File: src/serial_flags_pkg.sv
// Shared constants, types and register map of the serial status block
package serial_flags_pkg;

	// ==========================================================
	// Register map (byte offsets on the bus)
	localparam logic [3:0] OFF_STATUS = 4'h0;
	localparam logic [3:0] OFF_DATA = 4'h4;
	localparam logic [3:0] OFF_CTRL = 4'h8;
	localparam logic [3:0] OFF_BAUD = 4'hc;
	localparam logic [2:0] HSIZE_WORD = 3'h2;

	// ==========================================================
	// Reset values
	localparam logic [7:0] STATUS_RESET = 8'hc0;
	localparam logic [15:0] BAUD_RESET = 16'h0004;

	// ==========================================================
	// Oversampling: sixteen ticks per bit
	localparam logic [3:0] OS_LAST = 4'hf;
	localparam logic [3:0] MID_FIRST = 4'h8;
	localparam logic [3:0] MID_LAST = 4'ha;
	localparam logic [3:0] EARLY_LAST = 4'h7;
	localparam logic [3:0] RX_LAST_8 = 4'h7;
	localparam logic [3:0] RX_LAST_9 = 4'h8;
	localparam logic [3:0] TX_LAST_10 = 4'h9;
	localparam logic [3:0] TX_LAST_11 = 4'ha;
	localparam logic [7:0] IDLE_TICKS_10 = 8'ha0;
	localparam logic [7:0] IDLE_TICKS_11 = 8'hb0;

	// ==========================================================
	// Types
	typedef enum logic [1:0] {RX_IDLE, RX_START, RX_DATA, RX_STOP} rx_state_t;
	typedef enum logic {TX_IDLE, TX_SEND} tx_state_t;

	typedef struct packed {
		logic tx_buffer_empty;
		logic transmit_complete_flag;
		logic rx_buffer_full;
		logic idle;
		logic overrun_flag;
		logic noise_flag;
		logic framing_error_flag;
		logic parity_error_flag;
	} status_t;

	typedef struct packed {
		logic idle_count_after_stop;
		logic nine_bit_select;
		logic tx_on;
		logic parity_enable;
		logic parity_odd;
		logic break_queue;
	} ctl_t;

	typedef struct packed {
		logic rx_s1;
		logic rx_s2;
		logic [15:0] div;
		logic [15:0] baud;
		ctl_t ctl;
		status_t st;
		status_t arm;
		logic ph_valid;
		logic [3:0] ph_addr;
		logic [31:0] hrdata;
		rx_state_t rx_state;
		logic [3:0] rx_os;
		logic [3:0] rx_bit;
		logic [2:0] tot;
		logic [2:0] ones;
		logic [1:0] mones;
		logic [8:0] rx_sh;
		logic rx_par;
		logic rx_noise;
		logic [7:0] rx_data;
		logic [7:0] idle_cnt;
		logic idle_armed;
		logic idle_allowed;
		tx_state_t tx_state;
		logic [3:0] tx_os;
		logic [3:0] tx_bit;
		logic [10:0] tx_sh;
		logic [7:0] tx_buf;
		logic pend_pre;
		logic txd;
	} state_t;

endpackage : serial_flags_pkg

File: src/serial_flags.sv
// Serial transceiver with status flags and an AHB-Lite register slave
//
// Implementation choices: the AHB-Lite interface to the registers and the register addresses.

// The block holds the eight status flags of the serial port with just
// enough receiver and transmitter to drive them, behind a four-word
// AHB-Lite slave. Control and baud are plain read/write words; the
// status register ignores writes.

// Notes on behaviour
// - Status register holds eight read-only flags; writes to it do nothing.
// - Transmit-empty sets at reset and when buffer moves into shifter.
// - Status read seeing transmit-empty, then data write, clears it.
// - Complete sets at reset and when empty with nothing sending.
// - After status read, data write, tx_on rise or break clears complete.
// - Receive-full sets when a character enters the receive buffer.
// - Status read seeing receive-full, then data read, clears it.
// - Idle after 10 or 11 high bit times, counted after start bit.
// - With idle_count_after_stop set, idle counting starts after stop bit.
// - Idle clears by read sequence; sets again only after a new character.
// - Character arriving while buffer full sets overrun and is discarded.
// - Status read seeing overrun, then data read, clears overrun.
// - Seven start samples, three per bit; disagreement flags noise.
// - Any status read then data read clears noise.
// - Stop bit sampled low sets framing error with receive-full.
// - Status read seeing framing error, then data read, clears it.
// - With parity enabled, wrong parity sets parity error with receive-full.
// - Status read then data read clears parity error.
// - tx_on written low then high queues an idle after current activity.
module serial_flags
	import serial_flags_pkg::*;
(
	input wire logic hclk,
	input wire logic hresetn,
	input wire logic ce,
	input wire logic hsel,
	input wire logic [31:0] haddr,
	input wire logic [1:0] htrans,
	input wire logic hwrite,
	input wire logic [2:0] hsize,
	input wire logic [31:0] hwdata,
	input wire logic hready,
	output logic [31:0] hrdata,
	output logic hreadyout,
	output logic hresp,
	input wire logic rxd,
	output logic txd
);

	state_t s;
	state_t n;
	logic tick;

	// Bus decode
	logic acc;
	logic hit;
	logic st_rd;
	logic dt_rd;
	logic wr_data;
	logic wr_ctl;
	logic wr_baud;

	// Control write and its side effects
	ctl_t new_ctl;
	logic tx_rise;
	logic brk_set;

	// Receiver
	logic line;
	logic mid;
	logic samp;
	logic val;
	logic noisy;
	logic perr;
	logic [7:0] rx_byte;
	logic [7:0] idle_need;

	// Transmitter
	logic [8:0] word9;
	logic par;

	// Frozen state also stalls the bus, so no transfer is lost
	assign hreadyout = ce;
	assign hresp = 1'b0;
	assign hrdata = s.hrdata;
	assign txd = s.txd;

	// ==========================================================
	// Next-state logic
	// Every field of n starts as a copy of s, so whatever no branch
	// touches simply holds. Later assignments override earlier ones:
	// the clears of the read sequences come first and the hardware
	// sets follow, which is how a set in the same cycle as a clear
	// wins.

	always_comb begin
		n = s;
		tick = 1'b0;
		// Two-stage synchroniser on the serial input; only the
		// second stage feeds the receiver
		n.rx_s1 = rxd;
		n.rx_s2 = s.rx_s1;
		line = s.rx_s2;

		// ======================================================
		// Oversample tick
		// A baud value of 0 gives a tick on every clock
		if (s.div == 16'h0000) begin
			n.div = s.baud;
			tick = 1'b1;
		end else begin
			n.div = s.div - 16'h0001;
		end

		// ======================================================
		// Bus: reads act in the address phase, writes in data phase
		// Read side effects fall on the address-phase edge, so the
		// status arming and the data-read clears line up with the
		// value that software is handed in the data phase. Writes
		// wait for hwdata, one cycle later.
		acc = hsel && hready && htrans[1] && (hsize == HSIZE_WORD);
		hit = acc && (haddr[31:4] == 28'h0000000);
		st_rd = hit && !hwrite && (haddr[3:0] == OFF_STATUS);
		dt_rd = hit && !hwrite && (haddr[3:0] == OFF_DATA);
		n.ph_valid = hit && hwrite;
		n.ph_addr = haddr[3:0];
		n.hrdata = 32'h00000000;
		if (hit && !hwrite) begin
			unique case (haddr[3:0])
				OFF_STATUS: n.hrdata = {24'h000000, s.st};
				OFF_DATA: n.hrdata = {24'h000000, s.rx_data};
				OFF_CTRL: n.hrdata = {26'h0000000, s.ctl};
				OFF_BAUD: n.hrdata = {16'h0000, s.baud};
				default: n.hrdata = 32'h00000000;
			endcase
		end
		// No status write path exists at all
		wr_data = s.ph_valid && (s.ph_addr == OFF_DATA);
		wr_ctl = s.ph_valid && (s.ph_addr == OFF_CTRL);
		wr_baud = s.ph_valid && (s.ph_addr == OFF_BAUD);
		new_ctl = ctl_t'(hwdata[5:0]);
		tx_rise = wr_ctl && !s.ctl.tx_on && new_ctl.tx_on;
		brk_set = wr_ctl && new_ctl.break_queue;
		if (wr_ctl) begin
			n.ctl = new_ctl;
		end
		if (wr_baud) begin
			n.baud = hwdata[15:0];
		end
		if (wr_data) begin
			n.tx_buf = hwdata[7:0];
		end
		if (tx_rise) begin
			n.pend_pre = 1'b1;
		end

		// ======================================================
		// Clearing sequences; sets below win over these clears
		// Noise and parity arm on any status read; the other flags
		// arm only when the read showed them set, so a flag raised
		// between the two accesses survives.
		if (st_rd) begin
			n.arm = s.st;
			n.arm.noise_flag = 1'b1;
			n.arm.parity_error_flag = 1'b1;
		end
		if (dt_rd) begin
			if (s.arm.rx_buffer_full) n.st.rx_buffer_full = 1'b0;
			if (s.arm.idle) n.st.idle = 1'b0;
			if (s.arm.overrun_flag) n.st.overrun_flag = 1'b0;
			if (s.arm.noise_flag) n.st.noise_flag = 1'b0;
			if (s.arm.framing_error_flag) begin
				n.st.framing_error_flag = 1'b0;
			end
			if (s.arm.parity_error_flag) begin
				n.st.parity_error_flag = 1'b0;
			end
			n.arm[5:0] = 6'h00;
		end
		if (wr_data && s.arm.tx_buffer_empty) begin
			n.st.tx_buffer_empty = 1'b0;
			n.arm.tx_buffer_empty = 1'b0;
		end
		if ((wr_data || tx_rise || brk_set)
			&& s.arm.transmit_complete_flag) begin
			n.st.transmit_complete_flag = 1'b0;
			n.arm.transmit_complete_flag = 1'b0;
		end

		// ======================================================
		// Receiver
		// Sample points sit in the middle of each bit; the start bit
		// also takes four early samples so that a short glitch is
		// seen as noise or rejected as a false start.
		mid = (s.rx_os >= MID_FIRST) && (s.rx_os <= MID_LAST);
		samp = mid || ((s.rx_state == RX_START) && s.rx_os[0]
			&& (s.rx_os <= EARLY_LAST));
		val = (s.mones >= 2'h2);
		noisy = (s.ones != 3'h0) && (s.ones != s.tot);
		perr = s.ctl.parity_enable
			&& (s.rx_par != s.ctl.parity_odd);
		if (s.ctl.nine_bit_select) begin
			rx_byte = s.rx_sh[7:0];
			idle_need = IDLE_TICKS_11;
		end else begin
			// With parity the top data position holds the parity
			// bit, so bit 7 of the byte reads as 0
			rx_byte = s.ctl.parity_enable ? {1'b0, s.rx_sh[7:1]}
				: s.rx_sh[8:1];
			idle_need = IDLE_TICKS_10;
		end
		if (tick) begin
			if (s.idle_armed) begin
				if (!line) begin
					n.idle_cnt = 8'h00;
				end else if (s.idle_cnt != 8'hff) begin
					// Saturates, so a long quiet line never wraps
					// back below the threshold
					n.idle_cnt = s.idle_cnt + 8'h01;
				end
			end
			unique case (s.rx_state)
				RX_IDLE: begin
					if (!line) begin
						n.rx_state = RX_START;
						n.rx_os = 4'h0;
						n.tot = 3'h0;
						n.ones = 3'h0;
						n.mones = 2'h0;
						n.rx_noise = 1'b0;
						n.rx_par = 1'b0;
						n.rx_bit = 4'h0;
						n.rx_sh = 9'h000;
						n.idle_armed = 1'b0;
					end
				end
				RX_START, RX_DATA, RX_STOP: begin
					n.rx_os = s.rx_os + 4'h1;
					if (samp) begin
						n.tot = s.tot + 3'h1;
						n.ones = s.ones + {2'h0, line};
						if (mid) n.mones = s.mones + {1'b0, line};
					end
					if (s.rx_os == OS_LAST) begin
						n.tot = 3'h0;
						n.ones = 3'h0;
						n.mones = 2'h0;
						n.rx_noise = s.rx_noise || noisy;
						if (s.rx_state == RX_START) begin
							if (val) begin
								n.rx_state = RX_IDLE;
							end else begin
								n.rx_state = RX_DATA;
								if (!s.ctl.idle_count_after_stop) begin
									n.idle_armed = 1'b1;
									n.idle_cnt = 8'h00;
								end
							end
						end else if (s.rx_state == RX_DATA) begin
							n.rx_sh = {val, s.rx_sh[8:1]};
							n.rx_par = s.rx_par ^ val;
							n.rx_bit = s.rx_bit + 4'h1;
							if (s.rx_bit == (s.ctl.nine_bit_select
								? RX_LAST_9 : RX_LAST_8)) begin
								n.rx_state = RX_STOP;
							end
						end else begin
							n.rx_state = RX_IDLE;
							if (s.ctl.idle_count_after_stop) begin
								n.idle_armed = 1'b1;
								n.idle_cnt = 8'h00;
							end
							// Tested after this cycle's clears: a character
							// landing with the clearing read is accepted
							if (n.st.rx_buffer_full) begin
								// New character and its errors dropped
								n.st.overrun_flag = 1'b1;
							end else begin
								n.rx_data = rx_byte;
								n.st.rx_buffer_full = 1'b1;
								n.st.noise_flag = n.rx_noise;
								n.st.framing_error_flag = !val;
								n.st.parity_error_flag = perr;
								n.idle_allowed = 1'b1;
							end
						end
					end
				end
			endcase
		end
		// Only one idle report per received character
		if (s.idle_allowed && (s.idle_cnt >= idle_need)) begin
			n.st.idle = 1'b1;
			n.idle_allowed = 1'b0;
		end

		// ======================================================
		// Transmitter: break first, then queued idle, then data
		// Break keeps sending zero frames while break_queue stays
		// set; a queued preamble is one all-ones frame.
		par = s.ctl.parity_odd ^ (s.ctl.nine_bit_select
			? ^s.tx_buf : ^s.tx_buf[6:0]);
		// Without parity in 9-bit mode the ninth bit is sent as 1
		if (!s.ctl.parity_enable) begin
			word9 = s.ctl.nine_bit_select ? {1'b1, s.tx_buf}
				: {1'b1, s.tx_buf};
		end else if (s.ctl.nine_bit_select) begin
			word9 = {par, s.tx_buf};
		end else begin
			word9 = {1'b1, par, s.tx_buf[6:0]};
		end
		if (tick) begin
			unique case (s.tx_state)
				TX_IDLE: begin
					if (s.ctl.tx_on) begin
						n.tx_os = 4'h0;
						n.tx_bit = 4'h0;
						n.tx_state = TX_SEND;
						if (s.ctl.break_queue) begin
							n.tx_sh = 11'h000;
						end else if (s.pend_pre) begin
							n.tx_sh = 11'h7ff;
							n.pend_pre = tx_rise;
						end else if (!s.st.tx_buffer_empty) begin
							n.tx_sh = {1'b1, word9, 1'b0};
							n.st.tx_buffer_empty = 1'b1;
						end else begin
							n.tx_state = TX_IDLE;
						end
					end
				end
				TX_SEND: begin
					n.tx_os = s.tx_os + 4'h1;
					if (s.tx_os == OS_LAST) begin
						// Ones fill from the top, so the stop bit
						// and any trailing time come out high
						n.tx_sh = {1'b1, s.tx_sh[10:1]};
						n.tx_bit = s.tx_bit + 4'h1;
						if (s.tx_bit == (s.ctl.nine_bit_select
							? TX_LAST_11 : TX_LAST_10)) begin
							n.tx_state = TX_IDLE;
						end
					end
				end
			endcase
		end
		// Next-state values, so complete is never set in the
		// cycle in which the shifter loads
		if (n.st.tx_buffer_empty && (n.tx_state == TX_IDLE)
			&& !n.pend_pre
			&& !(n.ctl.tx_on && n.ctl.break_queue)) begin
			n.st.transmit_complete_flag = 1'b1;
		end
		n.txd = (n.tx_state == TX_SEND) ? n.tx_sh[0] : 1'b1;
	end

	// ==========================================================
	// State register
	// Only constants in the reset branch; ce low freezes every
	// field, the synchroniser included

	always_ff @(posedge hclk or negedge hresetn) begin
		if (!hresetn) begin
			s <= '0;
			s.rx_s1 <= 1'b1;
			s.rx_s2 <= 1'b1;
			s.baud <= BAUD_RESET;
			s.st <= STATUS_RESET;
			s.txd <= 1'b1;
		end else if (ce) begin
			s <= n;
		end
	end

endmodule : serial_flags

File: config.mk
export PLATFORM = sky130hd
export DESIGN_NAME = serial_flags
export DESIGN_NICKNAME = d
export VERILOG_FILES = /design/src/serial_flags_pkg.sv /design/src/serial_flags.sv
export SDC_FILE = /design/constraint.sdc
export NUM_CORES = 1
export LEC_CHECK = 0
export ABC_AREA = 1
export BUFFER_PORTS_ARGS = -buffer_cell sky130_fd_sc_hd__buf_2
export CORE_UTILIZATION = 40
export DETAILED_ROUTE_END_ITERATION = 6
export PLACE_DENSITY_LB_ADDON = 0.25
export SLEW_MARGIN = 40
export SYNTH_ARGS = -nofsm -noshare
export SYNTH_HDL_FRONTEND = slang
export SYNTH_SLANG_ARGS = --single-unit
export TNS_END_PERCENT = 30
File: constraint.sdc
create_clock -name hclk -period 1.9 [get_ports hclk]
set_clock_uncertainty 0.15 [all_clocks]
set_input_delay 0.19 -clock hclk [delete_from_list [all_inputs] [get_ports hclk]]
set_output_delay 0.19 -clock hclk [all_outputs]
set_load 0.02 [all_outputs]
==> results by group <==
Worst setup path
  – WP data required: 2.10 ns
  – Critical path class: reg -> reg
  – Crit-path max FO: 8
  – CP top delay family: simple AND/OR/NAND/NOR gates
  – Critical-path cell list: inv_2 -> ha_4 -> nand3_4 -> nor2_4 -> nand3_4 -> nor2_8 -> nand2_4 -> nor2_4 -> nand2_4 -> o22ai_2
  – Critical path endpoint category: register
  – Worst Path Arrival: 2.16 ns
  – Reg2reg path depth: 10
  – Critical Path Stages: 10
  – Worst path max stage delay: 0.39 ns
  – Critical Path Start Type: register
  – Crit path buf inv count: 1
  – Slowest cell on crit path: dfrtp_1

Place
  – Pre-CTS setup slack: -0.317 ns
  – Hpwl dp: 16400 um
  – GP Congestion: 0.877
  – I/O Buffers: 76
  – Cell Area, Placed: 9730 um2

Detailed routing
  – Routed Antenna Nets: 0
  – Via Count: 7674
  – Vias per cell: 4.95
  – Per-cell routed wire length: 14.5 um
  – DRT Wirelength: 22500 um
  – Router iterations before antenna repair: 5
  – Drt drc: 0
  – Initial drt markers: 395

Synthesis
  – Cell Area, Synth: 8420 um2
  – Share of flip-flops with an asynchronous set or reset: 100%
  – Share of the synthesized area in the top cell type: 43.7%
  – Synth warnings: 0
  – Synth top area cells: dfrtp_1 44%, nand2_1 9.9%, o21ai_0 7.0%
  – Largest area contributor in the netlist: dfrtp_1
  – EDFF count, synth: 0
  – Main synth FF type: dfrtp_1
  – Post-synthesis sequential area ratio: 45.5%
  – Post-Syn Instances: 1064
  – Yosys cell types: 54
  – Syn avg cell area: 7.92 um2
  – Yosys reg bits: 153

Global routing
  – First-pass GRT wire length: 36700 um
  – GRT overflow: 0
  – Gr usage total: 21.4%
  – Largest net degree at the start of global routing: 50
  – Initial antenna violation count: 0
  – Vias in the first global route: 7387

Floorplan
  – Core ar.: 20400 um2
  – Horiz. Die Dim: 147 um
  – DIE AREA: 21600 um2
  – Rows: 52
  – Die Y: 147 um
  – IO Pins: 111
  – Initial Util: 41.2%

Cells and area
  – Diode count: 0
  – Layout cells sized above 1: 27.9%
  – Area Overhead vs Synth: 32.0%
  – Fill cell count: 1941
  – Post-route cell area: 11100 um2
  – Final Util: 54.4%
  – Nets: 1360

STA
  – Fin worst setup slack: -0.0565 ns
  – Final Max Tran Viols: 0
  – Setup-failing EPs final: 28
  – Min Tclk post-route: 1.96 ns
  – Slew Limit Headroom: 64.0%
  – Worst-Margin Slew: 0.538 ns
  – Fmax: 511 MHz
  – Final Cycle Share: 103%
  – RSZ-0062 raised after global routing: yes
  – Hold WS: 0.00375 ns
  – Final hold vios: 0

Power
  – Pwr Total: 9090 uW
  – Pleak: 0.00531 uW
  – PD cells: 817 nW/um2
  – Peak supply drop: 0.000586 V

Worst hold path
  – Worst hold path type: in -> reg
  – Hold Path Stages: 3

Clock tree
  – CTS tree: yes
  – Num CTS Buffers: 17
  – Clk root buf: clkbuf_16
  – Reg clk slew, reported paths: 0.07 ns
  – H-tree levels: 4
  – Max clock buf depth: 2
  – Sink Count: 153
  – Clk_lat worst skew: 0.43 ns

Job
  – Max-cap violations: 0

Status
  – Status: complete, but fails checks
  – Failing checks: negative setup slack
## Yosys cell counts (3+ instances only)
| cell type | count |
|---|---|
| xnor2_1 | 11 |
| nand2_1 | 223 |
| nor2_1 | 92 |
| o41ai_1 | 3 |
| dfrtp_1 | 147 |
| ha_1 | 17 |
| nand3_1 | 65 |
| o21ai_1 | 8 |
| o221ai_1 | 5 |
| a21oi_1 | 28 |
| o211ai_1 | 11 |
| inv_1 | 129 |
| o21ai_0 | 118 |
| a31oi_1 | 10 |
| o22ai_1 | 16 |
| nand4_1 | 18 |
| nand2_2 | 5 |
| clkbuf_1 | 16 |
| nand3b_1 | 3 |
| inv_2 | 8 |
| buf_4 | 35 |
| or2_2 | 8 |
| o2111ai_1 | 3 |
| dfstp_2 | 6 |
| nor2_2 | 4 |
| buf_2 | 5 |
| nor4_1 | 6 |
| xor2_1 | 12 |
| nor3_1 | 21 |
## state kept, by name, indices dropped and copies added (netlist names)
signal / cells
n: 1
line: 1
hrdata: 16
s: 134
txd: 1
## area by class of cell
cell class	count	area, um2	share of cell area [%]
clock buffers	18	429	3.86
clock inverters	14	173	1.55
inverters	139	539	4.85
multi-input cells	733	4180	37.6
flip-flops and latches	153	3840	34.5
well taps	270	338	3.04
repair buffers	222	1620	14.6
repair inverters	1	8.76	0.0787
## worst register-to-register path, stage by stage (launching register included)
cell and delay (ns):
dfrtp_1 0.39, inv_2 0.08, ha_4 0.16, nand3_4 0.09, nor2_4 0.16, nand3_4 0.19
nor2_8 0.19, nand2_4 0.09, nor2_4 0.13, nand2_4 0.12, o22ai_2 0.13
## logic make-up (layout without fill, tap and decap cells)
| family | Yosys count | in the layout | share of synthesized area (%) |
|---|---|---|---|
| muxes | 2 | 2 | 0.252 |
| xor gates and xnor gates | 23 | 23 | 2.39 |
| and+or+nand+nor | 456 | 460 | 24.2 |
| DFF | 153 | 153 | 45.5 |
| adders and majority gates | 17 | 17 | 2.52 |
| other | 1 | 17 | 0.0445 |
| buffers and inverters | 198 | 394 | 10.6 |
| AOI/OAI and AO/OA | 214 | 214 | 14.5 |
## per-stage QoR
step	instances	TNS, ns
floorplan	1080	-0.246
global placement	1475	-7.33
detailed placement	1475	-10.95
CTS	1541	-1.73
global route	1550	-7.26
finish	1550	-0.809
## power breakdown
part	internal (uW)	switching [uW]	leakage, uW
clock network	2070	1430	0.000279
registers	3480	190	0.00188
logic	920	997	0.00315
total	6470	2620	0.00531
## path summary, 6_finish.rpt
check | start | end | slack [ns]
worst max-delay path | s[152] | s[54] | -0.06
worst min-delay path | ce | s[167] | 0.004
worst max register to register | s[152] | s[54] | -0.06
worst min register to register | n[168] | n[168] | 0.31
max in group asynchronous | hresetn | s[128] | 0.84
min in group asynchronous | hresetn | s[39] | 0.14
## what timing repair did
action,CTS,global route
buffers inserted,7,7
gates resized for setup,53,67
endpoints found under the setup margin,80,86
hold buffers,24,0
endpoints found under the hold margin,184,0
cloned,3,2
pin swaps,17,27
## layer usage
layer  global-route usage (%)  vias up  part of all wire [%]
met5                        0        -                     0
met4                     6.08        0                   1.1
met3                     3.29       19                   3.3
met2                     35.0      138                    47
met1                     29.3     3627                    48
li1                         -     3890                     -
## layout by cell type, fill, tap and decap left out, drive strengths merged, types with 3 or more instances in the layout
cell type	count
nand2	229
buf	198
dfrtp	147
inv	140
o21ai	127
nor2	103
nand3	67
a21oi	29
dlygate4sd3	24
nor3	22
nand4	19
clkbuf	18
conb	17
ha	17
o22ai	17
xor2	12
xnor2	11
o211ai	11
a31oi	10
or2	9
dfstp	6
clkinv	6
nor4	6
o221ai	5
clkinvlp	5
o2111ai	3
o41ai	3
nand3b	3
bufinv	3
(Power assumes the default switching activity.)
